## src/link_identity_config_pkg.sv

```systemverilog
// constants and types shared by the link identity and configuration register bank
// assumes a byte-addressed register port of 11 bits and a byte-wide serial rom reader
package link_identity_config_pkg;

   // register port geometry
   localparam int          REG_ADDR_W = 11;
   localparam int          ROM_ADDR_W = 8;

   // register byte offsets
   localparam logic [10:0] OFS_SERIAL_ROM_ACCESS        = 11'h004;
   localparam logic [10:0] OFS_TRANSMIT_RETRY_LIMITS    = 11'h008;
   localparam logic [10:0] OFS_COMPARE_SWAP_NEW_VALUE   = 11'h00c;
   localparam logic [10:0] OFS_COMPARE_SWAP_EXPECTED    = 11'h010;
   localparam logic [10:0] OFS_COMPARE_SWAP_CONTROL     = 11'h014;
   localparam logic [10:0] OFS_CONFIG_ROM_FIRST_QUADLET = 11'h018;
   localparam logic [10:0] OFS_BUS_INFO_CONSTANT        = 11'h01c;
   localparam logic [10:0] OFS_BUS_CAPABILITY_OPTIONS   = 11'h020;
   localparam logic [10:0] OFS_UNIQUE_ID_UPPER          = 11'h024;
   localparam logic [10:0] OFS_UNIQUE_ID_LOWER          = 11'h028;

   // serial rom access fields
   localparam int          ROM_ADDRESS_CLEAR_BIT = 31;
   localparam int          ROM_READ_GO_BIT       = 25;
   localparam int          ROM_READ_BYTE_LSB     = 16;

   // retry limit fields
   localparam int          PHYS_RESP_RETRY_LSB  = 8;
   localparam int          ASYNC_RESP_RETRY_LSB = 4;
   localparam int          ASYNC_REQ_RETRY_LSB  = 0;
   localparam logic [11:0] RETRY_RESET          = 12'h000;

   // compare-swap control fields and resource codes
   localparam int          COMPARE_SWAP_DONE_BIT = 31;
   localparam logic        COMPARE_SWAP_DONE_RESET = 1'b1;
   localparam logic [1:0]  SEL_BUS_MANAGER_ID        = 2'h0;
   localparam logic [1:0]  SEL_BANDWIDTH_AVAILABLE   = 2'h1;
   localparam logic [1:0]  SEL_CHANNELS_AVAILABLE_HI = 2'h2;
   localparam logic [1:0]  SEL_CHANNELS_AVAILABLE_LO = 2'h3;
   localparam logic [31:0] RES_BUS_MANAGER_ID_RESET  = 32'h0000003f;
   localparam logic [31:0] RES_BANDWIDTH_RESET       = 32'h00001333;
   localparam logic [31:0] RES_CHANNELS_HI_RESET     = 32'hffffffff;
   localparam logic [31:0] RES_CHANNELS_LO_RESET     = 32'hffffffff;

   // bus information fields
   localparam logic [31:0] BUS_NAME_CONSTANT = 32'h31333934;
   localparam int          CAPS_LSB          = 27;
   localparam int          CLOCK_ACC_LSB     = 16;
   localparam int          MAX_REC_LSB       = 12;
   localparam int          GENERATION_LSB    = 6;
   localparam logic [3:0]  MAX_REC_RESET     = 4'ha;
   localparam logic [2:0]  LINK_SPEED_CODE   = 3'h2;

   // power-up rom load: byte window and where each part sits
   localparam logic [1:0]  SETTLE_LAST   = 2'h3;
   localparam logic [4:0]  BOOT_LAST     = 5'h13;
   localparam logic [4:0]  BOOT_CRC_HI   = 5'h02;
   localparam logic [4:0]  BOOT_CRC_LO   = 5'h03;
   localparam logic [4:0]  BOOT_UID_HI_0 = 5'h0c;
   localparam logic [4:0]  BOOT_UID_LO_0 = 5'h10;

   // sequencer states, one-hot
   typedef enum logic [3:0] {
      ST_SETTLE  = 4'h1,
      ST_BOOT    = 4'h2,
      ST_IDLE    = 4'h4,
      ST_SW_READ = 4'h8
   } seq_state_t;

endpackage

```

## src/link_identity_config_regs.sv

```systemverilog
// link identity and configuration register bank: rom access, retry limits,
// host compare-swap on bus resources, bus info block head and unique id
// assumes rom_ack/rom_data and all register strobes come from logic on mclk;
// rom_detect is a board-level level and is synchronised here
//
// Function
// address clear bit zeroes the rom byte address, then drops itself
// read go bit fetches current rom byte, drops when byte arrives
// last fetched rom byte readable in bits 23:16
// software uses rom access only while rom present flag is set
// dual-phase retry fields 31:16 always read zero
// bits 11:8 hold physical response retry count
// bits 7:4 hold asynchronous response retry count
// bits 3:0 hold asynchronous request retry count
// compare-swap stores new value only when resource equals expected
// done flag sets on completion, clears on any control write
// two-bit select picks one of four bus resources
// first quadlet holds info length, crc length and rom crc
// rom crc field is loaded from serial rom when present
// software keeps header and options valid while link is on
// bus info constant always reads the fixed bus name word
// options bits 31:27 are writable capability flags
// options bits 23:16 hold writable clock accuracy
// max record field resets to 2048 code, kept over soft reset
// block write longer than max record bytes is flagged
// software bumps generation bits 7:6 after rom changes
// link speed field reads fixed 010
// unique ids reset zero, rom-load or one write, then locked
// rom present flag set on detection, bus info loaded after reset
// link disconnected while link on is clear
// new rom request ignored while a rom operation is busy
`timescale 1ns/10ps

module link_identity_config_regs
   import link_identity_config_pkg::*;
(
   // clock, reset, enable
   input  wire logic        mclk,
   input  wire logic        rst_n,
   input  wire logic        ce,
   input  wire logic        soft_reset,
   // register port
   input  wire logic [10:0] reg_addr,
   input  wire logic        reg_wr,
   input  wire logic        reg_rd,
   input  wire logic [31:0] reg_wdata,
   output logic      [31:0] reg_rdata,
   output logic             reg_rvalid,
   // serial rom byte reader
   input  wire logic        rom_detect,
   output logic             rom_req,
   output logic      [7:0]  rom_addr,
   input  wire logic        rom_ack,
   input  wire logic [7:0]  rom_data,
   output logic             rom_present_flag,
   // link control and packet checks
   input  wire logic        link_on,
   output logic             link_connected,
   input  wire logic        rx_block_valid,
   input  wire logic [15:0] rx_block_len,
   output logic             rx_too_long,
   // retry limits
   output logic      [3:0]  phys_response_retry_count,
   output logic      [3:0]  async_response_retry_count,
   output logic      [3:0]  async_request_retry_count,
   // bus info block and resources toward the serial bus side
   output logic      [31:0] config_rom_header,
   output logic      [31:0] bus_options,
   output logic      [31:0] unique_id_hi,
   output logic      [31:0] unique_id_lo,
   output logic      [31:0] bus_manager_id,
   output logic      [31:0] bandwidth_available,
   output logic      [31:0] channels_available_hi,
   output logic      [31:0] channels_available_lo
);

   typedef struct packed {
      logic             det_s1;
      logic             det_s2;
      seq_state_t       seq;
      logic [1:0]       settle;
      logic [4:0]       boot_idx;
      logic [7:0]       rom_byte_addr;
      logic             rom_address_clear;
      logic             rom_read_go;
      logic [7:0]       rom_read_byte;
      logic [11:0]      retry;
      logic [31:0]      cs_new;
      logic [31:0]      cs_expected;
      logic             compare_swap_done;
      logic [1:0]       compare_swap_resource_select;
      logic             cs_go;
      logic [3:0][31:0] res;
      logic [31:0]      header;
      logic [4:0]       caps;
      logic [7:0]       clock_acc;
      logic [3:0]       max_rec;
      logic [1:0]       generation;
      logic [31:0]      uid_hi;
      logic [31:0]      uid_lo;
      logic             uid_hi_lock;
      logic             uid_lo_lock;
      logic [31:0]      rdata;
      logic             rvalid;
      logic             link_q;
      logic             too_long;
   } regs_t;

   // fields not named here reset to zero
   localparam regs_t REGS_RESET = '{
      seq: ST_SETTLE,
      retry: RETRY_RESET,
      compare_swap_done: COMPARE_SWAP_DONE_RESET,
      compare_swap_resource_select: SEL_BUS_MANAGER_ID,
      res: {RES_CHANNELS_LO_RESET, RES_CHANNELS_HI_RESET, RES_BANDWIDTH_RESET, RES_BUS_MANAGER_ID_RESET},
      max_rec: MAX_REC_RESET,
      default: '0
   };

   regs_t s;
   regs_t next_s;

   // read mux, unmapped and reserved bits read zero
   function automatic logic [31:0] read_word(input regs_t st, input logic [10:0] a);
      logic [31:0] w;
      w = 32'h00000000;
      unique case (a)
         OFS_SERIAL_ROM_ACCESS: begin
            w[ROM_ADDRESS_CLEAR_BIT] = st.rom_address_clear;
            w[ROM_READ_GO_BIT] = st.rom_read_go;
            // last rom byte
            w[ROM_READ_BYTE_LSB +: 8] = st.rom_read_byte;
         end
         OFS_TRANSMIT_RETRY_LIMITS: begin
            // dual-phase fields zero
            w[11:0] = st.retry;
         end
         OFS_COMPARE_SWAP_NEW_VALUE: w = st.cs_new;
         OFS_COMPARE_SWAP_EXPECTED: w = st.cs_expected;
         OFS_COMPARE_SWAP_CONTROL: begin
            w[COMPARE_SWAP_DONE_BIT] = st.compare_swap_done;
            w[1:0] = st.compare_swap_resource_select;
         end
         OFS_CONFIG_ROM_FIRST_QUADLET: w = st.header;
         OFS_BUS_INFO_CONSTANT: begin
            // fixed bus name
            w = BUS_NAME_CONSTANT;
         end
         OFS_BUS_CAPABILITY_OPTIONS: begin
            w[CAPS_LSB +: 5] = st.caps;
            w[CLOCK_ACC_LSB +: 8] = st.clock_acc;
            w[MAX_REC_LSB +: 4] = st.max_rec;
            w[GENERATION_LSB +: 2] = st.generation;
            // fixed link speed
            w[2:0] = LINK_SPEED_CODE;
         end
         OFS_UNIQUE_ID_UPPER: w = st.uid_hi;
         OFS_UNIQUE_ID_LOWER: w = st.uid_lo;
         default: begin
            w = 32'h00000000;
         end
      endcase
      return w;
   endfunction

   // largest accepted block length in bytes, 2 to the power max_rec plus one
   logic [16:0] max_rec_bytes;
   assign max_rec_bytes = 17'(17'h00001 << ({1'b0, s.max_rec} + 5'h01));

   // next-state logic for the whole bank
   always_comb begin
      next_s = s;
      next_s.rvalid = 1'b0;
      next_s.too_long = 1'b0;
      // two-flop synchroniser for the rom strap
      next_s.det_s1 = rom_detect;
      next_s.det_s2 = s.det_s1;
      // link disconnect
      next_s.link_q = link_on;

      // register reads answer one cycle later
      if (reg_rd) begin
         next_s.rvalid = 1'b1;
         next_s.rdata = read_word(s, reg_addr);
      end

      // register writes
      if (reg_wr) begin
         unique case (reg_addr)
            OFS_SERIAL_ROM_ACCESS: begin
               // busy requests ignored
               if (s.seq == ST_IDLE && !s.rom_address_clear && !s.rom_read_go) begin
                  if (reg_wdata[ROM_ADDRESS_CLEAR_BIT]) begin
                     next_s.rom_address_clear = 1'b1;
                  end else if (reg_wdata[ROM_READ_GO_BIT]) begin
                     next_s.rom_read_go = 1'b1;
                  end
               end
            end
            OFS_TRANSMIT_RETRY_LIMITS: begin
               // physical response retries
               next_s.retry[PHYS_RESP_RETRY_LSB +: 4] = reg_wdata[PHYS_RESP_RETRY_LSB +: 4];
               // async response retries
               next_s.retry[ASYNC_RESP_RETRY_LSB +: 4] = reg_wdata[ASYNC_RESP_RETRY_LSB +: 4];
               // async request retries
               next_s.retry[ASYNC_REQ_RETRY_LSB +: 4] = reg_wdata[ASYNC_REQ_RETRY_LSB +: 4];
            end
            OFS_COMPARE_SWAP_NEW_VALUE: begin
               next_s.cs_new = reg_wdata;
            end
            OFS_COMPARE_SWAP_EXPECTED: begin
               next_s.cs_expected = reg_wdata;
            end
            OFS_COMPARE_SWAP_CONTROL: begin
               // done clears on write
               next_s.compare_swap_done = 1'b0;
               // resource select
               next_s.compare_swap_resource_select = reg_wdata[1:0];
               next_s.cs_go = 1'b1;
            end
            OFS_CONFIG_ROM_FIRST_QUADLET: begin
               // header fields writable
               next_s.header = reg_wdata;
            end
            OFS_BUS_CAPABILITY_OPTIONS: begin
               // capability flags
               next_s.caps = reg_wdata[CAPS_LSB +: 5];
               // clock accuracy
               next_s.clock_acc = reg_wdata[CLOCK_ACC_LSB +: 8];
               next_s.max_rec = reg_wdata[MAX_REC_LSB +: 4];
               next_s.generation = reg_wdata[GENERATION_LSB +: 2];
            end
            OFS_UNIQUE_ID_UPPER: begin
               // write once
               if (!s.uid_hi_lock) begin
                  next_s.uid_hi = reg_wdata;
                  next_s.uid_hi_lock = 1'b1;
               end
            end
            OFS_UNIQUE_ID_LOWER: begin
               // write once
               if (!s.uid_lo_lock) begin
                  next_s.uid_lo = reg_wdata;
                  next_s.uid_lo_lock = 1'b1;
               end
            end
            default: begin
               next_s.rvalid = next_s.rvalid;
            end
         endcase
      end

      // rom sequencer: power-up load, address clear, software byte read
      unique case (s.seq)
         ST_SETTLE: begin
            next_s.settle = s.settle + 2'h1;
            if (s.settle == SETTLE_LAST) begin
               // load after hard reset
               if (s.det_s2) begin
                  next_s.seq = ST_BOOT;
                  next_s.boot_idx = 5'h00;
                  next_s.rom_byte_addr = 8'h00;
               end else begin
                  next_s.seq = ST_IDLE;
               end
            end
         end
         ST_BOOT: begin
            if (rom_ack) begin
               next_s.rom_byte_addr = s.rom_byte_addr + 8'h01;
               next_s.boot_idx = s.boot_idx + 5'h01;
               // crc from rom
               if (s.boot_idx == BOOT_CRC_HI || s.boot_idx == BOOT_CRC_LO) begin
                  next_s.header[15:0] = {s.header[7:0], rom_data};
               end
               // ids from rom
               if (s.boot_idx >= BOOT_UID_HI_0 && s.boot_idx < BOOT_UID_LO_0) begin
                  next_s.uid_hi = {s.uid_hi[23:0], rom_data};
               end
               if (s.boot_idx >= BOOT_UID_LO_0) begin
                  next_s.uid_lo = {s.uid_lo[23:0], rom_data};
               end
               if (s.boot_idx == BOOT_LAST) begin
                  // lock after load
                  next_s.uid_hi_lock = 1'b1;
                  next_s.uid_lo_lock = 1'b1;
                  next_s.seq = ST_IDLE;
               end
            end
         end
         ST_IDLE: begin
            if (s.rom_address_clear) begin
               // address to zero
               next_s.rom_byte_addr = 8'h00;
               next_s.rom_address_clear = 1'b0;
            end else if (s.rom_read_go) begin
               next_s.seq = ST_SW_READ;
            end
         end
         ST_SW_READ: begin
            if (rom_ack) begin
               // read go drops
               next_s.rom_read_byte = rom_data;
               next_s.rom_read_go = 1'b0;
               next_s.rom_byte_addr = s.rom_byte_addr + 8'h01;
               next_s.seq = ST_IDLE;
            end
         end
         default: begin
            next_s.seq = ST_IDLE;
         end
      endcase

      // compare-swap runs the cycle after the control write; set beats clear
      if (s.cs_go) begin
         next_s.cs_go = 1'b0;
         // done on completion
         next_s.compare_swap_done = 1'b1;
         // swap only on match
         if (s.res[s.compare_swap_resource_select] == s.cs_expected) begin
            next_s.res[s.compare_swap_resource_select] = s.cs_new;
         end
      end

      // oversize block flag
      if (rx_block_valid && ({1'b0, rx_block_len} > max_rec_bytes)) begin
         next_s.too_long = 1'b1;
      end

      // soft reset: retry, compare-swap control, caps, clock accuracy and generation back to reset values; max record, header, ids and resources kept
      if (soft_reset) begin
         next_s.retry = RETRY_RESET;
         next_s.compare_swap_done = COMPARE_SWAP_DONE_RESET;
         next_s.compare_swap_resource_select = SEL_BUS_MANAGER_ID;
         next_s.cs_go = 1'b0;
         next_s.caps = 5'h00;
         next_s.clock_acc = 8'h00;
         next_s.generation = 2'h0;
         // max record kept
         next_s.max_rec = s.max_rec;
      end
   end

   // state register, frozen while ce is low
   always_ff @(posedge mclk) begin
      if (!rst_n) begin
         // hard reset code
         s <= REGS_RESET;
      end else if (ce) begin
         s <= next_s;
      end
   end

   // outputs
   assign reg_rdata = s.rdata;
   assign reg_rvalid = s.rvalid;
   assign rom_req = (s.seq == ST_BOOT) || (s.seq == ST_SW_READ);
   assign rom_addr = s.rom_byte_addr;
   // rom present flag
   assign rom_present_flag = s.det_s2;
   assign link_connected = s.link_q;
   assign rx_too_long = s.too_long;
   assign phys_response_retry_count = s.retry[PHYS_RESP_RETRY_LSB +: 4];
   assign async_response_retry_count = s.retry[ASYNC_RESP_RETRY_LSB +: 4];
   assign async_request_retry_count = s.retry[ASYNC_REQ_RETRY_LSB +: 4];
   assign config_rom_header = s.header;
   assign bus_options = {s.caps, 3'h0, s.clock_acc, s.max_rec, 4'h0, s.generation, 3'h0, LINK_SPEED_CODE};
   assign unique_id_hi = s.uid_hi;
   assign unique_id_lo = s.uid_lo;
   assign bus_manager_id = s.res[SEL_BUS_MANAGER_ID];
   assign bandwidth_available = s.res[SEL_BANDWIDTH_AVAILABLE];
   assign channels_available_hi = s.res[SEL_CHANNELS_AVAILABLE_HI];
   assign channels_available_lo = s.res[SEL_CHANNELS_AVAILABLE_LO];

endmodule

```

## config.mk

```make
export PLATFORM = sky130hd
export DESIGN_NAME = link_identity_config_regs
export DESIGN_NICKNAME = d
export VERILOG_FILES = /design/src/link_identity_config_pkg.sv /design/src/link_identity_config_regs.sv
export SDC_FILE = /design/constraint.sdc
export NUM_CORES = 1
export LEC_CHECK = 0
export ABC_AREA = 1
export BUFFER_PORTS_ARGS = -buffer_cell sky130_fd_sc_hd__clkbuf_2
export CELL_PAD_IN_SITES_DETAIL_PLACEMENT = 1
export CELL_PAD_IN_SITES_GLOBAL_PLACEMENT = 2
export CORE_MARGIN = 5
export CORE_UTILIZATION = 31
export CTS_CLUSTER_SIZE = 24
export DETAILED_ROUTE_END_ITERATION = 12
export PLACE_DENSITY_LB_ADDON = 0.1
export SKIP_LAST_GASP = 1
export SLEW_MARGIN = 20
export SYNTH_ARGS = -nofsm -noshare
export SYNTH_HDL_FRONTEND = slang
export SYNTH_SLANG_ARGS = --single-unit
```

## constraint.sdc

```tcl
create_clock -name mclk -period 2.8 [get_ports mclk]
set_input_delay 0.14 -clock mclk [delete_from_list [all_inputs] [get_ports mclk]]
set_output_delay 0.14 -clock mclk [all_outputs]
set_load 0.02 [all_outputs]
```

Yosys cells after proc, flatten, opt, wreduce, memory -nomap -nowiden:

Cells that the tools add are included.

* flip-flop bits (word level): 391
* bits of input ports: 77
* output and inout bits: 313

* add/subtract/negate cells: 4
* order comparisons: 6
* equality and inequality tests: 27
* shifts and indexed selects: 1
* multiplexer cells: 71
* bitwise logic cells: 1
* reduce and logical (&&, ||, !) cells: 32

Operators by type and width (count)
* $mux 32: 10
* $mux 66: 2
* $mux 129: 1
* $bwmux 128: 1
* $mux 128: 1
* $mux 101: 1
* $pmux 4 s7: 3
* $mux 80: 1
* $bmux 32 s2: 1
* $demux 32 s2: 1
* $mux 16: 4
* $pmux 8 s8: 1
* $eq 11x5->1 const B: 4
* $mux 13: 3
* $mux 19: 2
* $eq 11x6->1 const B: 3
* $eq 32x32->1: 1
* $mux 4: 8
* $pmux 8 s4: 1
* $mux 9: 3
* $reduce_and 3->1: 9
* $mux 12: 2
* $eq 11x4->1 const B: 2
* $pmux 3 s7: 1
* other kinds (43): 76

Logic depth before layout (Yosys ltp):

Gate-level depths: netlist of the first run.

* word-level depth: 8
* depth in mapped cells: 19
* depth with buffers taken out: 15

Least setup slack after synthesis of the first run:

No wires, ideal clock.

* path kind: flip-flop to flip-flop
* start point: reg s[282] (netlist bit)
* end point: reg (tool-made name)
* setup time: 0.115 ns
* arrival: 1.966 ns
* data required time: 2.685 ns
* path slack: 0.719 ns
* cell stages (with the launch flop): 17
* path buffers: 4
* cell sequence: dfxtp_1 -> buf_2 -> inv_2 -> clkbuf_1 -> nand2_1 -> nand3_1 -> nand2_1 -> nor2_1 -> nand2_1 -> nor2_1 -> nand3_1 -> nor2_2 -> buf_4 -> buf_2 -> nand3_1 -> nand2_1 -> nor2_1

RTL lines
* start, declared: line link_identity_config_regs.sv:120 `regs_t s;`
* start signal, assigned: line link_identity_config_regs.sv:350 `s <= next_s;`

==> summary.md, run 1 <==
| Metric | Value |
|---|---|
| CTS H-tree depth | `2` |
| Synth Cell Area | `21840 sq um` |
| Synth Register Bits | `391` |
| Count leader, synth | `nand2_1` |
| Final setup violation count | `0` |
| Area growth from synthesis to layout | `12.99%` |
| Actual slew at the worst max-slew pin | `0.9101 ns` |
| Clk sinks | `391` |
| Clock skew | `0.01274 ns` |
| Post-Route WL | `102600 um` |
| Post-CTS Setup Bufs | `0` |
| Worst-Skew Late Latency | `0.59 ns` |
| Via count | `22260` |
| Post-route ant nets | `0` |
| Synth area leaders | `dfxtp_1, nand2_1, buf_4` |
| Buffers and inverters on the worst path | `3` |
| CTS Buf Count | `49` |
| Vias in the first global route | `22450` |
| Status | `complete, no violations` |
| Die Height | `275.4 um` |
| Syn avg cell area | `6.725 sq um` |
| Layout cell share with drive strength beyond 1 | `16.68%` |
| Met3 Use GR | `3.877%` |
| Met1 GRT Util | `35.58%` |
| Post-DP HPWL | `78590 um` |
| CTS tree | `built` |
| Total Routing Usage GR | `25.90%` |
| # Max-Cap Violations | `0` |
| Critical path startpoint category | `flop` |
| Async S/R FF share, synth | `0%` |
| Worst path cell trace | `buf_12 > nand2_1 > nand2_1 > nand2_1 > nand3_1 > nand2_1 > nor2_1 > nand2_1 > nor2_1 > nand3_1 > nor2_4 > buf_12 > buf_4 > nand3_1 > nand3_1` |
| CP delay by family, top | `simple AND/OR/NAND/NOR gates` |
| Yosys top cell by area | `dfxtp_1` |
| Worst-path clk slew | `0.06 ns` |
| PwrDens | `555.3 nW/um^2` |
| Synth warn | `0` |
| Non-filler cells, final | `4280` |
| Crit share post-route | `92.46%` |
| Largest net degree at the start of global routing | `87` |
| Antenna violations before repair | `4` |
| Static Leakage | `10.64 nW` |
| Fin. Hold Viols | `0` |
| Drt wl/cell | `23.96 um` |
| Starting Density | `31.24%` |
| Post-synth top cells | `nand2_1, dfxtp_1, a21oi_1` |
| DIE AREA | `75870 sq um` |
| I/O pin count | `390` |
| Required time worst endpoint | `3.31 ns` |
| Crit-path max cell delay | `0.37 ns` |
| Max Clock Freq | `386.3 MHz` |
| Cells after synthesis | `3248` |
| Top cell type's share of synthesized area | `35.84%` |
| Setup TNS | `0 ns` |
| CP Capture Type | `flop` |
| Core footprint | `69910 sq um` |
| Placed Cells | `4159` |
| GRT met2 Usage | `42.77%` |
| Post-synth EDFFs | `0` |
| CP Class | `flop to flop` |
| Initial drt markers | `1502` |
| Root buffer cell | `clkbuf_16` |
| First drt pass iteration count | `5` |
| Number of buffers added on ports | `376` |
| Top_reg_cell synth | `dfxtp_1` |
| First-pass GRT wire length | `149800 um` |
| GRT overflow | `0` |
| Slew headroom | `39.33%` |
| CP most frequent cell | `nand2_1` |
| VDD IR max | `0.4129 mV` |
| # rows | `97` |
| Gr busiest metal | `met2` |
| Clock buffer depth | `3` |
| Vias per cell | `5.202` |
| Crit path DAT | `3.10 ns` |
| Sequential share of the synthesized area | `35.84%` |
| Post-DP Area | `22730 sq um` |
| DR DRC count | `0` |
| Worst-path maximum fanout | `47` |
| Worst path slowest cell | `dfxtp_2` |
| Final core occ | `35.30%` |
| Design Area, Final | `24680 sq um` |
| NumNets Final | `3400` |
| Unique masters post-synth | `41` |
| Slew Limit Fails | `0` |
| Die width | `275.4 um` |
| Crit path time final | `2.589 ns` |
| Gpl congestion | `0.8939` |
| Unrepaired setup endpoints after global routing | `yes` |
| Min-delay worst type | `input port to flop` |
## per-stage QoR
| stage | worst slack [ns] | total power, mW | hold slack (ns) |
|---|---|---|---|
| final | 0.2112 | 13.71 | 0.04013 |
| after global routing | -0.03279 | 14.22 | 0.03754 |
| after floorplan | 0.7188 | 6.692 | 0.2704 |
| after CTS | 0.1545 | 13.85 | 0.009094 |
| after detailed placement | 0.1700 | 7.243 | 0.3888 |
| after global placement | 0.2401 | 7.212 | 0.3825 |
## path summary, 6_finish.rpt
path,cells after the start,slack [ns],to,start
worst max-delay path,15,0.21,flop,s[281]
worst max register to register,15,0.21,flop,s[281]
worst min-delay path,5,0.04,bus_options[6],reg_wr
worst min register to register,2,0.47,s[361],s[361]
## worst min-delay path: cells and delay by family
kind / cells / cell delay, ns
simple gates: 3 / 0.26
compound gates: 1 / 0.07
buf+inv: 1 / 0.11
## cell families (layout without fill, tap and decap cells)
family,count (synthesis),after routing,synth area share (%)
simple gates,1380,1380,25.83
fa+ha+maj,21,21,1.203
buf+inv,726,805,18.23
other cells,2,15,0.03438
flops,391,391,35.84
xor+xnor,5,5,0.2005
compound gates,723,723,18.66
## layout by cell type (no fill, tap or decap), types with 6 or more instances in the layout
cell and count:
nor3_1 15, ha_1 21, a211oi_1 9, clkinv_2 10
o31ai_1 7, o211ai_1 102, a221oi_1 8, buf_12 19
clkbuf_16 49, a31oi_1 10, dfxtp_1 390, clkbuf_8 16
o22ai_1 42, nor3b_1 6, clkbuf_1 11, dlygate4sd3_1 32
nand2_1 881, o221ai_1 6, nand4_1 9, nand3_1 292
o21ai_0 191, a21oi_1 335, buf_4 66, clkbuf_2 374
nor2_1 160, conb_1 14, inv_1 213, o2111ai_1 7
## what timing repair did
action                                  4_1_cts  5_1_grt
hold buffers                                 32        0
hold endpoints to repair                     64        0
endpoints found under the setup margin        0       67
gates resized for setup                       0        2
## final cells by class
class	count	area, sq um
Sequential cell	391	7829
Fill cell	8914	45230
Inverter	223	840.8
Multi-Input combinational cell	2143	10110
Antenna cell	1	2.502
Clock inverter	12	135.1
Tap cell	940	1176
Clock buffer	76	1488
Timing Repair Buffer	494	3099
## power breakdown
group | internal [mW] | switching, mW | leakage, nW
clock network | 3.90 | 2.64 | 0.809
logic | 0.398 | 1.06 | 6.68
registers | 5.65 | 0.0660 | 3.16
## routing by layer
layer	up-vias	part of all wire, %
li1	10530	-
met1	11010	46
met2	610	47
met3	111	5.4
met4	4	2.5
met5	-	0.017
Power figures use the tool's default switching activity.
==> run 2: changes to the inputs <==
CELL_PAD_IN_SITES_DETAIL_PLACEMENT = not set   (was 1)
CELL_PAD_IN_SITES_GLOBAL_PLACEMENT = not set   (was 2)
CORE_UTILIZATION = 61   (was 31)
clock period = 3.1 ns   (was 2.8 ns; I/O delays follow)
==> summary.md, run 2 (same netlist as run 1, synthesis figures left out) <==
| Metric | Value |
|---|---|
| Status | `complete, no violations` |
| # Max-Cap Violations | `0 (unchanged)` |
| Clock share of power | `46.3% (-1.4 points)` |
| Worst-path clk slew | `0.06 ns (about the same)` |
| Drt wl/cell | `21.15 um (-12%)` |
| Antenna violations before repair | `1 (-3)` |
| Via count | `22600 (+1.5%)` |
| I/O pin count | `390 (unchanged)` |
| Clock skew | `0.02347 ns (+0.01073 ns)` |
| CTS tree | `built` |
| Actual slew at the worst max-slew pin | `1.133 ns (+0.2231 ns)` |
| Die width | `199.2 um (-28%)` |
| Logic pwr share | `10.4% (-0.2 points)` |
| Int Power | `8.746 mW (-12%)` |
| Post-Route WL | `79650 um (-22%)` |
| Crit path time final | `2.731 ns (+0.1423 ns)` |
| Total Routing Usage GR | `38.47% (+13 points)` |
| Crit-path max cell delay | `0.37 ns (about the same)` |
| Final setup violation count | `0 (unchanged)` |
| Design Area, Final | `23650 sq um (-4.2%)` |
| Post-DP Area | `21770 sq um (-4.2%)` |
| Post-route ant nets | `0 (unchanged)` |
| GRT overflow | `0 (unchanged)` |
| First-pass GRT wire length | `120300 um (-20%)` |
| Fin. Hold Viols | `0 (unchanged)` |
| Required time worst endpoint | `3.54 ns (+0.23 ns)` |
| Crit share post-route | `88.10% (-4.4 points)` |
| Core footprint | `35480 sq um (-49%)` |
| Clock buffer depth | `3 (unchanged)` |
| CP Class | `flop to flop` |
| Critical path startpoint category | `flop` |
| First drt pass iteration count | `6 (+1)` |
| Worst-path maximum fanout | `31 (-34%)` |
| Area growth from synthesis to layout | `8.266%` |
| Most frequent cells in the layout | `nand2_1, dfxtp_1, clkbuf_2, a21oi_1, nand3_1` |
| Vias per cell | `6.001 (+15%)` |
| Final worst slack | `0.3689 ns (+0.1577 ns)` |
| Reg power frac | `43.3% (+1.6 points)` |
| Max Clock Freq | `366.2 MHz (-5.2%)` |
| Static Leakage | `10.41 nW (-2.2%)` |
| DIE AREA | `39690 sq um (-48%)` |
| Layout cell share with drive strength beyond 1 | `15.90% (-0.78 points)` |
| Post-DP HPWL | `58350 um (-26%)` |
| CTS Buf Count | `43 (-12%)` |
| Vias in the first global route | `20540 (-8.5%)` |
| Worst-Skew Late Latency | `0.58 ns (about the same)` |
| Die Height | `199.2 um (-28%)` |
| DR DRC count | `0 (unchanged)` |
| Number of buffers added on ports | `376 (unchanged)` |
| VDD IR max | `0.5317 mV (+29%)` |
| CP Capture Type | `flop` |
| Most common cell after layout, fill and taps aside | `nand2_1` |
| Slew headroom | `24.45% (-15 points)` |
| Worst path cell trace | `buf_4 > nand2_1 > nand2_1 > nand2_1 > nand3_1 > nand2_1 > nor2_1 > nand2_1 > nor2_1 > nand3_1 > nor2_4 > buf_12 > nand2_1 > nand2_1 > nand3_1` |
| Switching share of power | `26.54% (-0.91 points)` |
| # rows | `69 (-29%)` |
| Gpl congestion | `0.9730 (+8.8%)` |
| Tot Pwr | `11.91 mW (-13%)` |
| Root buffer cell | `clkbuf_16` |
| Largest net degree at the start of global routing | `123 (+41%)` |
| P_sw | `3.160 mW (-16%)` |
| Starting Density | `61.56% (+30 points)` |
| Worst path slowest cell | `dfxtp_2` |
| PwrDens | `503.5 nW/um^2 (-9.3%)` |
| Slew Limit Fails | `0 (unchanged)` |
| Pre-CTS setup slack | `0.4073 ns (+0.2373 ns)` |
| NumNets Final | `3365 (-1.0%)` |
| Initial drt markers | `2785 (+85%)` |
| Unrepaired setup endpoints after global routing | `no` |
| CP most frequent cell | `nand2_1` |
| Crit path DAT | `3.17 ns (+0.07 ns)` |
| Setup TNS | `0 ns (unchanged)` |
| Min-delay worst type | `input port to flop` |
| Clk sinks | `391 (unchanged)` |
| CTS H-tree depth | `2 (unchanged)` |
[run 2: cell types whose count changed in the layout (fill, tap and decap cells not counted), moves of 2 or more]
cell,before,now
buf_12,19,9
buf_4,66,46
clkbuf_1,11,3
clkbuf_16,49,44
clkinv_2,10,8
clkinv_4,0,2
clkinvlp_4,0,2
dlygate4sd3_1,32,34
[run 2: critical path, delay by kind of cell, from the launching register on]
family | cells | cell delay (ns)
flops | 1 | 0.37
simple gates | 13 | 1.64
buf+inv | 2 | 0.56
[run 2: through the flow]
step	util (%)	std cells	hold slack, ns
floorplan	-	3260	0.2854
global placement	61.34	3649	0.3813
detailed placement	61.34	3649	0.3895
CTS	66.63	3763	0.001058
global route	66.64	3764	0.03518
finish	66.65	3765	0.02597
[run 2: path summary, 6_finish.rpt]
kind	start	end	slack, ns	cells after the start
worst min register to register	reg_rdata[9]	reg_rdata[9]	0.47	2
worst max-delay path	s[281]	flop	0.37	15
worst min-delay path	reg_wdata[12]	bus_options[12]	0.03	3
worst max register to register	s[281]	flop	0.37	15
[run 2: layout make-up]
cell class / count / area, sq um
diodes: 2 / 5.005
clock buffers: 62 / 1319
clock inverters: 18 / 217.7
fillers: 3171 / 11840
inverters: 223 / 839.6
multi-input cells: 2143 / 10110
flip-flops and latches: 391 / 7829
well taps: 461 / 576.8
repair buffers: 465 / 2754
[run 2: layer usage]
metal	up-vias	GRT usage, %	share of wire (%)	wire length [um]
li1	10480	-	-	-
met2	1456	59.98	44	35310
met4	0	16.87	5.0	4000
met1	10420	52.97	39	31240
met3	244	6.120	11	9091
met5	-	0	0	0
[run 2: timing repair]
action,CTS,global route
hold endpoints to repair,64,0
hold buffers,34,0
gates resized for setup,0,0
setup buffers,0,0
[run 2: power groups by stage]
| stage | clock [mW] | combinational (mW) | sequential, mW |
|---|---|---|---|
| after floorplan | 0 | 0.794 | 5.25 |
| after global placement | 0 | 1.14 | 5.26 |
| after detailed placement | 0 | 1.16 | 5.27 |
| after CTS | 5.53 | 1.20 | 5.16 |
| after global routing | 5.77 | 1.35 | 5.16 |
| final | 5.51 | 1.23 | 5.16 |
